$ cat src/mis_pkg.sv
/*
  Shared constants, types and decode functions for the instruction sequencer.
  Assumes one 50 MHz clock and a synchronous active-high reset.
*/
// Function
// - Ordinary instructions finish in one cycle
// - Branch, call, exits, table read: two
// - One instruction cycle is four clocks
// - Program counter low write jumps, extra cycle
// - Taken skip costs one extra cycle
// - Three transfer forms through the accumulator
// - Carry above 255, borrow below zero
// - Increment or decrement by exactly one
// - Logic results of zero set zero flag
// - Logic operands pass through the accumulator
// - Rotate one bit, carry variants chain carry
// - Call saves next address, exit resumes there
// - Goto loads target, saves nothing
// - Conditional test skips or runs next
// - Bit force changes only chosen bit
// - Table read moves program constant to data
// - Power-down halts, watchdog clear provided
package mis_pkg;

  localparam int IW          = 16;
  localparam int PC_W        = 11;
  localparam int DW          = 8;
  localparam int STACK_DEPTH = 4;
  localparam int SP_W        = 2;
  localparam int PHASES      = 4;

  // Instruction word fields
  localparam int OP_HI  = 15;
  localparam int OP_LO  = 11;
  localparam int SUB_HI = 10;
  localparam int SUB_LO = 8;
  localparam int ARG_HI = 7;
  localparam int ARG_LO = 0;

  // Program counter low byte mapped into data space
  localparam logic [DW-1:0]   PC_LO_ADDR = 8'h02;
  localparam logic [PC_W-1:0] PC_RST     = 11'h000;
  localparam logic [DW-1:0]   ACC_RST    = 8'h00;

  localparam logic [2:0] MISC_NOP  = 3'h0;
  localparam logic [2:0] MISC_HALT = 3'h1;
  localparam logic [2:0] MISC_WDT  = 3'h2;
  localparam logic [2:0] MISC_TBL  = 3'h3;

  typedef enum logic [3:0] {
    PH_Q1 = 4'h1,
    PH_Q2 = 4'h2,
    PH_Q3 = 4'h4,
    PH_Q4 = 4'h8
  } mis_phase_t;

  typedef enum logic [4:0] {
    OP_MISC                 = 5'h00,
    OP_TRANSFER_M2A         = 5'h01,
    OP_TRANSFER_A2M         = 5'h02,
    OP_TRANSFER_I2A         = 5'h03,
    OP_ADD                  = 5'h04,
    OP_ADD_IN_PLACE         = 5'h05,
    OP_ADD_CARRY            = 5'h06,
    OP_ADD_IMM              = 5'h07,
    OP_SUB                  = 5'h08,
    OP_SUB_IN_PLACE         = 5'h09,
    OP_SUB_BORROW           = 5'h0A,
    OP_SUB_IMM              = 5'h0B,
    OP_ADD_ONE_IN_PLACE     = 5'h0C,
    OP_ADD_ONE_TO_ACC       = 5'h0D,
    OP_SUB_ONE_IN_PLACE     = 5'h0E,
    OP_SUB_ONE_TO_ACC       = 5'h0F,
    OP_AND                  = 5'h10,
    OP_OR                   = 5'h11,
    OP_XOR                  = 5'h12,
    OP_INVERT_MEMORY        = 5'h13,
    OP_ROTATE_RIGHT_PLAIN   = 5'h14,
    OP_ROTATE_LEFT_PLAIN    = 5'h15,
    OP_ROTATE_RIGHT_THRU_CARRY = 5'h16,
    OP_ROTATE_LEFT_THRU_CARRY  = 5'h17,
    OP_GOTO                 = 5'h18,
    OP_CALL                 = 5'h19,
    OP_SUBROUTINE_EXIT      = 5'h1A,
    OP_INTERRUPT_EXIT       = 5'h1B,
    OP_SKIP_ZERO            = 5'h1C,
    OP_SKIP_BIT_HIGH        = 5'h1D,
    OP_BIT_FORCE_HIGH       = 5'h1E,
    OP_BIT_FORCE_LOW        = 5'h1F
  } mis_op_t;

  function automatic logic op_writes_mem(input logic [IW-1:0] ir);
    mis_op_t op;
    op = mis_op_t'(ir[OP_HI:OP_LO]);
    return (op inside {OP_TRANSFER_A2M, OP_ADD_IN_PLACE, OP_SUB_IN_PLACE,
                       OP_ADD_ONE_IN_PLACE, OP_SUB_ONE_IN_PLACE, OP_INVERT_MEMORY,
                       OP_ROTATE_RIGHT_PLAIN, OP_ROTATE_LEFT_PLAIN,
                       OP_ROTATE_RIGHT_THRU_CARRY, OP_ROTATE_LEFT_THRU_CARRY,
                       OP_BIT_FORCE_HIGH, OP_BIT_FORCE_LOW})
        || (op == OP_MISC && ir[SUB_HI:SUB_LO] == MISC_TBL);
  endfunction : op_writes_mem

  function automatic logic op_writes_acc(input logic [IW-1:0] ir);
    mis_op_t op;
    op = mis_op_t'(ir[OP_HI:OP_LO]);
    return op inside {OP_TRANSFER_M2A, OP_TRANSFER_I2A, OP_ADD, OP_ADD_CARRY,
                      OP_ADD_IMM, OP_SUB, OP_SUB_BORROW, OP_SUB_IMM,
                      OP_ADD_ONE_TO_ACC, OP_SUB_ONE_TO_ACC, OP_AND, OP_OR, OP_XOR};
  endfunction : op_writes_acc

endpackage : mis_pkg

$ cat src/mis_alu.sv
/*
  Combinational data path of the sequencer: transfer, arithmetic, logic,
  rotate and bit operations. Assumes operands are stable for a whole phase.
*/
`timescale 1ns/1ns
module mis_alu
  import mis_pkg::*;
(
  input  wire mis_op_t         op_i,
  input  wire logic [DW-1:0]   acc_i,
  input  wire logic [DW-1:0]   opnd_i,
  input  wire logic [DW-1:0]   imm_i,
  input  wire logic            carry_i,
  input  wire logic [2:0]      bit_i,
  output logic      [DW-1:0]   res_o,
  output logic                 carry_o,
  output logic                 upd_c_o,
  output logic                 upd_z_o
);

  always_comb
  begin
    logic [DW:0]   wide;
    logic [DW-1:0] mask;
    wide    = 9'h000;
    mask    = 8'h01 << bit_i;
    res_o   = opnd_i;
    carry_o = carry_i;
    upd_c_o = 1'b0;
    upd_z_o = 1'b0;
    case (op_i)
      OP_TRANSFER_M2A: res_o = opnd_i;
      OP_TRANSFER_A2M: res_o = acc_i;
      OP_TRANSFER_I2A: res_o = imm_i;
      OP_ADD, OP_ADD_IN_PLACE, OP_ADD_CARRY, OP_ADD_IMM:
      begin
        wide = {1'b0, acc_i}
             + {1'b0, (op_i == OP_ADD_IMM) ? imm_i : opnd_i}
             + {8'h00, (op_i == OP_ADD_CARRY) & carry_i};
        res_o   = wide[DW-1:0];
        carry_o = wide[DW];
        upd_c_o = 1'b1;
        upd_z_o = 1'b1;
      end
      OP_SUB, OP_SUB_IN_PLACE, OP_SUB_BORROW, OP_SUB_IMM:
      begin
        wide = {1'b0, acc_i}
             - {1'b0, (op_i == OP_SUB_IMM) ? imm_i : opnd_i}
             - {8'h00, (op_i == OP_SUB_BORROW) & carry_i};
        res_o   = wide[DW-1:0];
        carry_o = wide[DW];
        upd_c_o = 1'b1;
        upd_z_o = 1'b1;
      end
      OP_ADD_ONE_IN_PLACE, OP_ADD_ONE_TO_ACC:
      begin
        res_o   = opnd_i + 8'h01;
        upd_z_o = 1'b1;
      end
      OP_SUB_ONE_IN_PLACE, OP_SUB_ONE_TO_ACC:
      begin
        res_o   = opnd_i - 8'h01;
        upd_z_o = 1'b1;
      end
      OP_AND:
      begin
        res_o   = acc_i & opnd_i;
        upd_z_o = 1'b1;
      end
      OP_OR:
      begin
        res_o   = acc_i | opnd_i;
        upd_z_o = 1'b1;
      end
      OP_XOR:
      begin
        res_o   = acc_i ^ opnd_i;
        upd_z_o = 1'b1;
      end
      OP_INVERT_MEMORY:
      begin
        res_o   = ~opnd_i;
        upd_z_o = 1'b1;
      end
      OP_ROTATE_RIGHT_PLAIN: res_o = {opnd_i[0], opnd_i[DW-1:1]};
      OP_ROTATE_LEFT_PLAIN:  res_o = {opnd_i[DW-2:0], opnd_i[DW-1]};
      OP_ROTATE_RIGHT_THRU_CARRY:
      begin
        res_o   = {carry_i, opnd_i[DW-1:1]};
        carry_o = opnd_i[0];
        upd_c_o = 1'b1;
      end
      OP_ROTATE_LEFT_THRU_CARRY:
      begin
        res_o   = {opnd_i[DW-2:0], carry_i};
        carry_o = opnd_i[DW-1];
        upd_c_o = 1'b1;
      end
      OP_BIT_FORCE_HIGH: res_o = opnd_i | mask;
      OP_BIT_FORCE_LOW:  res_o = opnd_i & ~mask;
      OP_MISC:           res_o = imm_i;
      default:           res_o = opnd_i;
    endcase
  end

endmodule : mis_alu

$ cat src/mis_core.sv
/*
  Instruction sequencer core: four-phase instruction cycle, one-deep
  fetch pipeline, flags, return stack, halt and wake.
  Assumes program and data memory answer combinationally within a phase.
*/
`timescale 1ns/1ns
module mis_core
  import mis_pkg::*;
(
  input  wire logic            ref_clk_i,
  input  wire logic            rst_i,
  output logic      [PC_W-1:0] pm_addr_o,
  input  wire logic [IW-1:0]   pm_data_i,
  output logic      [DW-1:0]   dm_addr_o,
  input  wire logic [DW-1:0]   dm_rdata_i,
  output logic      [DW-1:0]   dm_wdata_o,
  output logic                 dm_we_o,
  input  wire logic            wake_i,
  output logic                 halted_o,
  output logic                 wdt_clear_o,
  output logic                 cycle_end_o,
  output logic                 idle_cycle_o,
  output logic      [DW-1:0]   acc_o,
  output logic                 carry_o,
  output logic                 zero_o
);

  //****************************************************************
  // State
  //****************************************************************
  mis_phase_t      phase_q, phase_d;
  logic [IW-1:0]   ir_q, ir_d;
  logic            irv_q, irv_d;
  logic [PC_W-1:0] pc_q, pc_d;
  logic [DW-1:0]   acc_q, acc_d;
  logic            c_q, c_d;
  logic            z_q, z_d;
  logic [DW-1:0]   opnd_q, opnd_d;
  logic [DW-1:0]   res_q, res_d;
  logic            resc_q, resc_d;
  logic [DW-1:0]   tbl_q, tbl_d;
  logic            halted_q, halted_d;
  logic            wdt_q, wdt_d;
  logic [PC_W-1:0] stack_q [STACK_DEPTH];
  logic [PC_W-1:0] stack_d [STACK_DEPTH];
  logic [SP_W-1:0] sp_q, sp_d;
  logic            wake_s1_q, wake_s2_q, wake_s3_q;

  //****************************************************************
  // Decode
  //****************************************************************
  mis_op_t         op;
  logic [2:0]      sub;
  logic [DW-1:0]   arg;
  logic [PC_W-1:0] tgt;
  logic [PC_W-1:0] stack_top;
  logic            is_tbl;
  logic            pc_lo_hit;
  logic            mem_wr;
  logic            pc_lo_wr;
  logic            skip_take;
  logic            is_exit;
  logic            flush;
  logic            commit;
  logic [DW-1:0]   dm_rd;
  logic [DW-1:0]   alu_res;
  logic            alu_c;
  logic            upd_c;
  logic            upd_z;

  assign op        = mis_op_t'(ir_q[OP_HI:OP_LO]);
  assign sub       = ir_q[SUB_HI:SUB_LO];
  assign arg       = ir_q[ARG_HI:ARG_LO];
  assign tgt       = ir_q[PC_W-1:0];
  assign stack_top = stack_q[sp_q - SP_W'(1)];
  assign is_tbl    = (op == OP_MISC) && (sub == MISC_TBL);
  assign is_exit   = op inside {OP_SUBROUTINE_EXIT, OP_INTERRUPT_EXIT};
  assign pc_lo_hit = (arg == PC_LO_ADDR);
  assign mem_wr    = irv_q && op_writes_mem(ir_q);
  assign commit    = (phase_q == PH_Q4) && !halted_q && irv_q;
  assign dm_rd     = pc_lo_hit ? pc_q[DW-1:0] : dm_rdata_i;

  assign pc_lo_wr  = mem_wr && pc_lo_hit;

  assign skip_take = ((op == OP_SKIP_ZERO) && (opnd_q == 8'h00))
                  || ((op == OP_SKIP_BIT_HIGH) && opnd_q[sub]);

  assign flush = irv_q && (op inside {OP_GOTO, OP_CALL} || is_exit || is_tbl
                           || skip_take || pc_lo_wr);

  mis_alu u_alu (
    .op_i    (op),
    .acc_i   (acc_q),
    .opnd_i  (opnd_q),
    .imm_i   (is_tbl ? tbl_q : arg),
    .carry_i (c_q),
    .bit_i   (sub),
    .res_o   (alu_res),
    .carry_o (alu_c),
    .upd_c_o (upd_c),
    .upd_z_o (upd_z)
  );

  //****************************************************************
  // Next state
  //****************************************************************
  always_comb
  begin
    phase_d  = phase_q;
    ir_d     = ir_q;
    irv_d    = irv_q;
    pc_d     = pc_q;
    acc_d    = acc_q;
    c_d      = c_q;
    z_d      = z_q;
    opnd_d   = opnd_q;
    res_d    = res_q;
    resc_d   = resc_q;
    tbl_d    = tbl_q;
    halted_d = halted_q;
    wdt_d    = 1'b0;
    stack_d  = stack_q;
    sp_d     = sp_q;
    if (halted_q && wake_s2_q && !wake_s3_q)
      halted_d = 1'b0;
    if (!halted_q)
    begin
      unique case (phase_q)
        PH_Q1: phase_d = PH_Q2;
        PH_Q2:
        begin
          phase_d = PH_Q3;
          opnd_d  = dm_rd;
          tbl_d   = pm_data_i[DW-1:0];
        end
        PH_Q3:
        begin
          phase_d = PH_Q4;
          res_d   = alu_res;
          resc_d  = alu_c;
        end
        PH_Q4:   phase_d = PH_Q1;
        default: phase_d = PH_Q1;
      endcase
    end
    if (commit)
    begin
      if (op_writes_acc(ir_q))
        acc_d = res_q;
      if (upd_c)
        c_d = resc_q;
      if (upd_z)
        z_d = (res_q == 8'h00);
      if (op == OP_CALL)
      begin
        stack_d[sp_q] = pc_q;
        sp_d          = sp_q + SP_W'(1);
      end
      if (is_exit)
        sp_d = sp_q - SP_W'(1);
      if (op == OP_MISC && sub == MISC_HALT)
        halted_d = 1'b1;
      if (op == OP_MISC && sub == MISC_WDT)
        wdt_d = 1'b1;
    end
    if ((phase_q == PH_Q4) && !halted_q)
    begin
      if (flush)
      begin
        irv_d = 1'b0;
        if (op inside {OP_GOTO, OP_CALL})
          pc_d = tgt;
        else if (is_exit)
          pc_d = stack_top;
        else if (skip_take)
          pc_d = pc_q + PC_W'(1);
        else if (pc_lo_wr)
          pc_d = {pc_q[PC_W-1:DW], res_q};
      end
      else
      begin
        irv_d = 1'b1;
        ir_d  = pm_data_i;
        pc_d  = pc_q + PC_W'(1);
      end
    end
  end

  always_ff @(posedge ref_clk_i)
  begin
    if (rst_i)
    begin
      phase_q   <= PH_Q1;
      ir_q      <= 16'h0000;
      irv_q     <= 1'b0;
      pc_q      <= PC_RST;
      acc_q     <= ACC_RST;
      c_q       <= 1'b0;
      z_q       <= 1'b0;
      opnd_q    <= 8'h00;
      res_q     <= 8'h00;
      resc_q    <= 1'b0;
      tbl_q     <= 8'h00;
      halted_q  <= 1'b0;
      wdt_q     <= 1'b0;
      sp_q      <= 2'h0;
      wake_s1_q <= 1'b0;
      wake_s2_q <= 1'b0;
      wake_s3_q <= 1'b0;
      for (int i = 0; i < STACK_DEPTH; i++)
        stack_q[i] <= PC_RST;
    end
    else
    begin
      phase_q   <= phase_d;
      ir_q      <= ir_d;
      irv_q     <= irv_d;
      pc_q      <= pc_d;
      acc_q     <= acc_d;
      c_q       <= c_d;
      z_q       <= z_d;
      opnd_q    <= opnd_d;
      res_q     <= res_d;
      resc_q    <= resc_d;
      tbl_q     <= tbl_d;
      halted_q  <= halted_d;
      wdt_q     <= wdt_d;
      sp_q      <= sp_d;
      wake_s1_q <= wake_i;
      wake_s2_q <= wake_s1_q;
      wake_s3_q <= wake_s2_q;
      stack_q   <= stack_d;
    end
  end

  //****************************************************************
  // Outputs
  //****************************************************************
  assign pm_addr_o    = ((phase_q == PH_Q2) && irv_q && is_tbl) ? {3'h0, acc_q} : pc_q;
  assign dm_addr_o    = arg;
  assign dm_wdata_o   = res_q;
  assign dm_we_o      = (phase_q == PH_Q4) && !halted_q && mem_wr && !pc_lo_hit;
  assign halted_o     = halted_q;
  assign wdt_clear_o  = wdt_q;
  assign cycle_end_o  = (phase_q == PH_Q4) && !halted_q;
  assign idle_cycle_o = !irv_q;
  assign acc_o        = acc_q;
  assign carry_o      = c_q;
  assign zero_o       = z_q;

  //****************************************************************
  // Assertions
  //****************************************************************
  AST_CYCLE_FOUR: assert property (@(posedge ref_clk_i) disable iff (rst_i)
    (phase_q == PH_Q1 && !halted_q) |=> phase_q == PH_Q2 ##1 phase_q == PH_Q3
      ##1 phase_q == PH_Q4 ##1 phase_q == PH_Q1)
    else $error("instruction cycle is not four clocks");

  AST_ORDINARY_ONE: assert property (@(posedge ref_clk_i) disable iff (rst_i)
    (commit && op inside {OP_TRANSFER_M2A, OP_ADD, OP_AND, OP_ADD_ONE_TO_ACC})
      |=> irv_q)
    else $error("ordinary instruction took an extra cycle");

  AST_GOTO_TWO: assert property (@(posedge ref_clk_i) disable iff (rst_i)
    (commit && op == OP_GOTO) |=> (!irv_q && pc_q == $past(tgt)
      && sp_q == $past(sp_q)) ##4 irv_q)
    else $error("goto did not jump in two cycles");

  AST_CALL_SAVE: assert property (@(posedge ref_clk_i) disable iff (rst_i)
    (commit && op == OP_CALL) |=> stack_top == $past(pc_q) && !irv_q)
    else $error("call did not save next address");

  AST_EXIT_RESUME: assert property (@(posedge ref_clk_i) disable iff (rst_i)
    (commit && is_exit) |=> pc_q == $past(stack_top) && !irv_q)
    else $error("exit did not resume at saved address");

  AST_PC_LO_JUMP: assert property (@(posedge ref_clk_i) disable iff (rst_i)
    (commit && pc_lo_wr) |-> !dm_we_o ##1 (!irv_q && pc_q[DW-1:0] == $past(res_q)))
    else $error("low byte write did not jump");

  AST_SKIP_TAKEN: assert property (@(posedge ref_clk_i) disable iff (rst_i)
    (commit && skip_take) |=> (!irv_q && pc_q == $past(pc_q) + 11'h001) ##4 irv_q)
    else $error("taken skip not two cycles");

  AST_SKIP_NOT: assert property (@(posedge ref_clk_i) disable iff (rst_i)
    (commit && op inside {OP_SKIP_ZERO, OP_SKIP_BIT_HIGH} && !skip_take) |=> irv_q)
    else $error("untaken skip lost next instruction");

  AST_CARRY_ADD: assert property (@(posedge ref_clk_i) disable iff (rst_i)
    (commit && op == OP_ADD) |=>
      c_q == (({1'b0, $past(acc_q)} + {1'b0, $past(opnd_q)}) > 9'h0ff))
    else $error("add carry wrong");

  AST_ZERO_LOGIC: assert property (@(posedge ref_clk_i) disable iff (rst_i)
    (commit && op inside {OP_AND, OP_OR, OP_XOR}) |=> z_q == (acc_q == 8'h00))
    else $error("logic zero flag wrong");

  AST_INC_ONE: assert property (@(posedge ref_clk_i) disable iff (rst_i)
    (commit && op == OP_ADD_ONE_TO_ACC) |=> acc_q == $past(opnd_q) + 8'h01)
    else $error("increment not by one");

  AST_ROTATE_CARRY: assert property (@(posedge ref_clk_i) disable iff (rst_i)
    (dm_we_o && op == OP_ROTATE_RIGHT_THRU_CARRY)
      |-> dm_wdata_o == {c_q, opnd_q[DW-1:1]} ##1 c_q == $past(opnd_q[0]))
    else $error("rotate through carry wrong");

  AST_BIT_ONLY: assert property (@(posedge ref_clk_i) disable iff (rst_i)
    (dm_we_o && op inside {OP_BIT_FORCE_HIGH, OP_BIT_FORCE_LOW})
      |-> ((dm_wdata_o ^ opnd_q) & ~(8'h01 << sub)) == 8'h00
        && dm_wdata_o[sub] == (op == OP_BIT_FORCE_HIGH))
    else $error("bit force touched other bits");

  AST_TABLE_DATA: assert property (@(posedge ref_clk_i) disable iff (rst_i)
    (dm_we_o && is_tbl) |-> dm_wdata_o == tbl_q ##1 !irv_q)
    else $error("table read data or timing wrong");

  AST_HALT_STOP: assert property (@(posedge ref_clk_i) disable iff (rst_i)
    (commit && op == OP_MISC && sub == MISC_HALT) |=> halted_q && phase_q == PH_Q1)
    else $error("halt did not stop execution");

endmodule : mis_core

$ cat config.mk
export PLATFORM = sky130hd
export DESIGN_NAME = mis_core
export DESIGN_NICKNAME = d
export VERILOG_FILES = /design/src/mis_pkg.sv /design/src/mis_alu.sv /design/src/mis_core.sv
export SDC_FILE = /design/constraint.sdc
export NUM_CORES = 1
export LEC_CHECK = 0
export BUFFER_PORTS_ARGS = -buffer_cell sky130_fd_sc_hd__buf_2
export CAP_MARGIN = 15
export CORE_MARGIN = 4
export CORE_UTILIZATION = 40
export CTS_CLUSTER_DIAMETER = 100
export DETAILED_ROUTE_END_ITERATION = 6
export HOLD_SLACK_MARGIN = 0.06
export SYNTH_ARGS = -nofsm -noshare
export SYNTH_HDL_FRONTEND = slang
export SYNTH_HIERARCHICAL = 1
export SYNTH_SLANG_ARGS = --single-unit
$ cat constraint.sdc
create_clock -name ref_clk_i -period 10 [get_ports ref_clk_i]
set_input_delay 0 -clock ref_clk_i [delete_from_list [all_inputs] [get_ports ref_clk_i]]
set_output_delay 0 -clock ref_clk_i [all_outputs]
set_load 0.01 [all_outputs]
==> results of run 1 <==
-- power by group through the flow --
stage	logic, mW	registers [mW]	clock network [mW]
finish	0.129	0.495	0.582
global route	0.144	0.495	0.612
CTS	0.128	0.494	0.591
detailed placement	0.119	0.504	0
global placement	0.120	0.504	0
floorplan	0.0928	0.494	0
-- worst max-delay path: cells and delay by family (launching register included) --
kind,cells,cell delay [ns]
muxes,2,0.55
and+or+nand+nor,4,1.54
buffers and inverters,3,0.47
DFF,1,0.31
adders and majority gates,2,0.50
xor gates and xnor gates,1,0.16
AOI/OAI and AO/OA,4,0.95
-- per-layer routing --
| layer | track usage [%] | vias up | routed length, um |
|---|---|---|---|
| met3 | 5.24 | 67 | 2640 |
| met4 | 7.78 | 0 | 875 |
| li1 | - | 4008 | - |
| met1 | 34.0 | 3944 | 12700 |
| met5 | 0 | - | 0 |
| met2 | 37.2 | 408 | 13200 |
-- path summary, 6_finish.rpt --
| kind | from | endpoint | slack [ns] | cells after the start |
|---|---|---|---|---|
| setup / recovery | ir_q[14] | dm_wdata_o[5] | 5.37 | 16 |
| hold / removal | rst_i | wake_s1_q | 0.08 | 2 |
| setup reg to reg | ir_q[14] | dm_wdata_o[5] | 5.37 | 16 |
| hold reg to reg | wake_s1_q | wake_s2_q | 0.45 | 1 |
-- cells by family after synthesis --
family                     after synthesis  share of synthesized area [%]
AOI/OAI and AO/OA                      284                           21.4
xor gates and xnor gates                25                           2.57
adders and majority gates               37                           5.87
buffers and inverters                  131                           7.07
DFF                                    118                           27.7
muxes                                   72                           10.6
and+or+nand+nor                        433                           24.7
-- sequential cells by signal (all words and copies together) (netlist names) --
register     flops
wake_s2_q        1
tbl_q            8
stack_q         44
wdt_clear_o      1
sp_q             2
phase_q          4
wake_s1_q        1
halted_o         1
opnd_q           8
irv_q            1
pc_q            11
dm_wdata_o       8
ir_q            16
wake_s3_q        1
carry_o          1
acc_o            8
zero_o           1
resc_q           1
-- final cells by class --
cell class / instances / area, um2
Fill cell: 2073 / 11300
Multi-Input combinational cell: 851 / 5560
Sequential cell: 118 / 2360
Timing Repair Buffer: 108 / 706
Clock buffer: 18 / 439
Tap cell: 275 / 344
Inverter: 41 / 154
Clock inverter: 14 / 118
-- synth_stat cells, types with 14 or more instances --
library cell    n  area share (%)
inv_1          41             1.8
nor2_1         76             3.3
mux2i_1        34             4.0
dfxtp_1       118              28
ha_1           32             4.7
nand3_1        71             4.2
buf_2          23             1.4
nor3_1         14            0.82
xor2_1         19             2.0
nand2_1       166             7.3
mux2_2         26             3.4
clkbuf_1       45             2.0
a21oi_1       116             6.8
nor2b_1        23             1.7
o21ai_0        47             2.8
nand2b_1       14             1.0
==> run metrics, run 1 <==
outcome=finished, final reports clean; Residual DRC=0; switching share of power=28.3%; GRT Util Overall=24.3%; sw power=0.342 mW; Fin Setup TNS=0 ns; HP Class=in2reg; Flop pwr share=41.0%; post-synthesis sequential area ratio=27.7%; Die ar.=23700 um2; DP Wirelength=20.5 mm; CP max-delay cell=nor2_1; routed len/inst=20.6 um; IO buf count=68; Combinational Power Share=10.7%; Max Freq=0.216 GHz; most frequent cells in the layout=nand2_1, dfxtp_1, a21oi_1; post-synthesis async set-or-reset flop share=0%; fin crit share=46.3%; worst path required time=10.28 ns; max incr delay on CP=0.66 ns; DR iter-0 viols=1092; Critical Path End Type=flop; post-synth cell types=91; largest net degree at the start of global routing=61; die height=154 um; core box area=21000 um2; Die Span X=154 um; CTS tree=done; fraction of layout cells with a size suffix above 1=15.5%; cells resized by post-CTS repair=0; initial antenna violation count=0; CP Class=reg2reg; Max-Cap Viols=0; CTS max path bufs=2; first-pass GRT wire length=45.4 mm; drt pass-1 iters=6; sequence of cells on the critical path=buf_4 -> inv_1 -> or3_1 -> nor2_1 -> mux2_2 -> ha_1 -> inv_1 -> ha_1 -> nor4b_1 -> a211o_1 -> xor2_1 -> a2bb2oi_1 -> a21boi_1 -> o32a_1 -> mux2i_1 -> nor2_1; most common cell after layout, fill and taps aside=nand2_1; Final setup viols=0; Synth Warn #=6; number of CTS-inserted buffers=17; Setup WS post-layout=5.37 ns; Finished Layout Cells=1425; Post-CTS Setup Bufs=0; Root Buffer=clkbuf_16; Mapped Avg Cell Area=7.75 um2; Power Internal=0.865 mW; Critical Path Source Type=flop; ys flop type=dfxtp_1; Post-synth EDFFs=0; initial cell density of the core=40.6%; I/O pin cnt=69; Slew Viols, Final=0; clk_skew=0.00698 ns; Area after DPL=8880 um2; pre-CTS worst setup slack=5.52 ns; post-route ant nets=0; Post-Place Cells=1368; Worst Tran Pin Value=0.996 ns; mapped cell area=8520 um2; Detailed Route WL=29.4 mm; Final Critical Period=4.63 ns; Crit path arrival time=4.92 ns; via count=8427; WHS=0.0778 ns; FF+latch count, synth=118; Final Hold Vio Count=0; syn nets=1164; Sink Count=118; PD cells=125 nW/um2; CTS hold repair buffers=25; clock network power share=48.2%; final instance area=9690 um2; total power=1.21 mW; Mapped Cells=1100; Max VDD drop=0.000127 V; GPL Wtd Cong=0.947; Core Util, Final=46.1%; nets@finish=1201; grt ovf=0; final antenna diode count=0; Layout area overhead=13.7%; clk_lat worst skew=0.42 ns; vias in the first global route=7657; Lkg Pwr=3.55 nW; slew margin rel.=33.6%; Rows=53; vias per cell=5.91; RSZ-0062 raised after global routing=no; Reg clk slew, reported paths=0.06 ns; CP max FO=31; H-tree depth=4
Power figures use the tool's default switching activity.
==> run 2, diff against run 1 <==
- ABC_AREA: default -> 1
- clock period: 10 -> 4.15 ns (I/O delays scaled with it)
==> run 2 against run 1 <==
Effect of this change: cell area is 3.7% higher; sequential share of layout area is 0.89 points lower; critical path type unchanged; critical path depth is 5 higher; highest routed layer unchanged; combinational power grew to 2.5 times the previous value.
==> run metrics, run 2 <==
vias per cell=5.53 (-6.5%); register-to-register path setup slack=0.38 ns (-4.98 ns); fillcell total=2278 (+9.9%); most common cell after layout, fill and taps aside=nand2_1; RSZ-0062 raised after global routing=no; Rows=53 (unchanged); slew margin rel.=45.5% (+12 points); CTS max path bufs=2 (unchanged); initial cell density of the core=40.9% (+0.37 points); Max VDD drop=0.000290 V (+130%); max incr delay on CP=0.61 ns (-0.05 ns); CP max-delay cell=dfxtp_1; largest net degree at the start of global routing=44 (-28%); Synth Area in Simple Gates=32.5% (+7.8 points); number of CTS-inserted buffers=17 (unchanged); DP Wirelength=24.3 mm (+19%); post-synth top area share=27.2% (-0.51 points); I/O pin cnt=69 (unchanged); worst reg2reg path depth=21 (+5); compound-gate portion of the synthesized area=20.6% (-0.87 points); Core Util, Final=47.4% (+1.3 points); Die ar.=24100 um2 (+1.8%); post-synthesis adder-cell area fraction=5.76% (-0.11 points); Lkg Pwr=4.46 nW (+26%); core box area=21200 um2 (+0.95%); FF+latch count, synth=118 (unchanged); post-route ant nets=0 (unchanged); Crit path arrival time=4.04 ns (-0.88 ns); Largest regs=stack_q: 44 flops, ir_q: 16 flops, pc_q: 11 flops; Mapped Cells=1417 (+29%); GPL Wtd Cong=1.02 (+8.1%); most frequent cells in the layout=nand2_1, inv_1, o21ai_0; Final Hold Vio Count=0 (unchanged); RR Startpoint=ir_q[9]; PD cells=301 nW/um2 (+140%); outcome=finished, final reports clean; hold_sp=rst_i; DR iter-0 viols=1122 (+2.7%); first-pass GRT wire length=49.9 mm (+9.8%); Max-Cap Viols=0 (unchanged); Max Freq=0.265 GHz (+23%); Mapped Avg Cell Area=6.13 um2 (-21%); Fin Setup TNS=0 ns (unchanged); Worst Tran Pin Value=0.817 ns (-0.179 ns); via count=9782 (+16%); max reg flops=44 (unchanged); Root Buffer=clkbuf_16; largest register by flop count=stack_q; IO buf count=68 (unchanged); hold endpoint=wake_s2_q; clk_lat worst skew=0.42 ns (about the same); Residual DRC=0 (unchanged); fraction of layout cells with a size suffix above 1=10.4% (-5.1 points); worst path required time=4.43 ns (-5.85 ns); ys flop type=dfxtp_1; sequence of cells on the critical path=nand2_1 -> inv_1 -> nand2_1 -> nor2_4 -> o21ai_0 -> inv_1 -> o21ai_0 -> fa_1 -> fa_1 -> nand2_1 -> nand2_1 -> nand2_1 -> nand3_1 -> nand2_1 -> nand2_1 -> nand3_1 -> nand2_1 -> nor2_1 -> nand4_1 -> o21ai_0 -> a21oi_1; HP Class=in2reg; largest area contributor in the netlist=dfxtp_1; fin crit share=90.8% (+44 points); mapped cell area=8680 um2 (+1.9%); post-synth cell types=49 (-46%); Detailed Route WL=32.6 mm (+11%); post-synthesis mux area share=0% (-11 points); nets@finish=1547 (+29%); final antenna diode count=0 (unchanged); post-synthesis async set-or-reset flop share=0% (unchanged); CTS tree=done; GRT Util Overall=26.6% (+2.3 points); xor/xnor share of the synthesized area=1.11% (-1.5 points); Worst Setup SP=ir_q[9]; R2R Path End=dm_wdata_o[6]; Final Critical Period=3.77 ns (-0.867 ns); die height=155 um (+0.89%); Reg clk slew, reported paths=0.06 ns (about the same); post-synthesis sequential area ratio=27.2% (-0.51 points); Die Span X=155 um (+0.89%); Sink Count=118 (unchanged); largest family of logic cells by synthesized area=simple AND/OR/NAND/NOR gates; Synth Warn #=6 (unchanged); count leader, synth=nand2_1; H-tree depth=4 (unchanged); Critical Path Source Type=flop; drt pass-1 iters=6 (unchanged); CP max FO=17 (-45%); Layout area overhead=15.7%; routed len/inst=18.4 um (-11%); top post-synthesis cells by count=nand2_1, inv_1, o21ai_0; syn nets=1481 (+27%); vias in the first global route=8516 (+11%); Slew Viols, Final=0 (unchanged); initial antenna violation count=0 (unchanged); Post-synth EDFFs=0 (unchanged); Critical Path End Type=flop; worst hold path depth=2 (unchanged); clk_skew=0.0114 ns (+0.00441 ns); grt ovf=0 (unchanged); Final setup viols=0 (unchanged); CP Class=reg2reg; Most common cell on crit path=nand2_1; Synth area leaders=dfxtp_1, nand2_1, inv_1
run 2: cell types whose count changed in the layout (fill, tap and decap cells not counted), moves of 23 or more:
cell / delta
nand2_1: +170
inv_1: +166
o21ai_0: +87
nand3_1: +50
nor2_1: +36
mux2i_1: -34
mux2_2: -26
nand4_1: +24
nor2b_1: -23
run 2: what timing repair did:
action,CTS,global route
setup buffers,0,0
endpoints found under the hold margin,33,0
endpoints found under the setup margin,0,1
resized for setup,0,1
hold buffers,25,0
run 2: layout make-up:
| type | instances | area, um2 | share of cell area, % |
|---|---|---|---|
| Sequential cell | 118 | 2360 | 23.5 |
| Multi-Input combinational cell | 1018 | 5210 | 51.8 |
| Timing Repair Buffer | 110 | 718 | 7.15 |
| Clock inverter | 9 | 126 | 1.26 |
| Clock buffer | 21 | 470 | 4.68 |
| Inverter | 218 | 818 | 8.14 |
| Tap cell | 275 | 344 | 3.42 |
run 2: cell families after synthesis:
logic type                 count (synthesis)
AOI/OAI and AO/OA                        325
DFF                                      118
xor gates and xnor gates                  11
adders and majority gates                 37
buffers and inverters                    281
and+or+nand+nor                          645
run 2: worst max path at each step:
stage / endpoint / slack, ns / cells past startpoint
after floorplan: dm_wdata_o[6] / 0.91 / 23
after global placement: dm_wdata_o[6] / 0.55 / 21
after detailed placement: dm_wdata_o[6] / 0.41 / 21
after CTS: dm_wdata_o[6] / 0.40 / 21
after global routing: dm_wdata_o[6] / 0.01 / 22
final: dm_wdata_o[6] / 0.38 / 21
run 2: power by group:
group	total, mW	leakage, nW	switching, mW	internal, mW
Sequential	1.20	0.953	0.0417	1.16
Combinational	0.327	3.21	0.204	0.123
Clock	1.50	0.295	0.524	0.981
run 2: per-layer routing:
metal	part of all wire [%]	GRT usage, %	vias to the layer above
met5	0	0	-
met4	2.8	8.13	0
met3	8.9	5.59	56
met2	42	38.3	429
met1	47	39.5	4522
li1	-	-	4775
run 2: per-stage QoR:
stage | instances | total power, mW | hold WS (ns) | instance area [um2] | worst slack [ns]
final | 1769 | 3.03 | 0.155 | 10000 | 0.383
after global routing | 1769 | 3.14 | 0.187 | 10000 | 0.0137
after CTS | 1769 | 3.04 | 0.154 | 10000 | 0.400
after detailed placement | 1714 | 1.52 | 0.216 | 9200 | 0.406
after global placement | 1714 | 1.52 | 0.202 | 9200 | 0.546
after floorplan | 1417 | 1.42 | 0.107 | 8680 | 0.908
run 2: critical path, delay by kind of cell (launching register included):
kind / cells / cell delay (ns)
simple gates: 13 / 1.36
fa+ha+maj: 2 / 0.89
flops: 1 / 0.61
compound gates: 4 / 0.56
buf+inv: 2 / 0.20
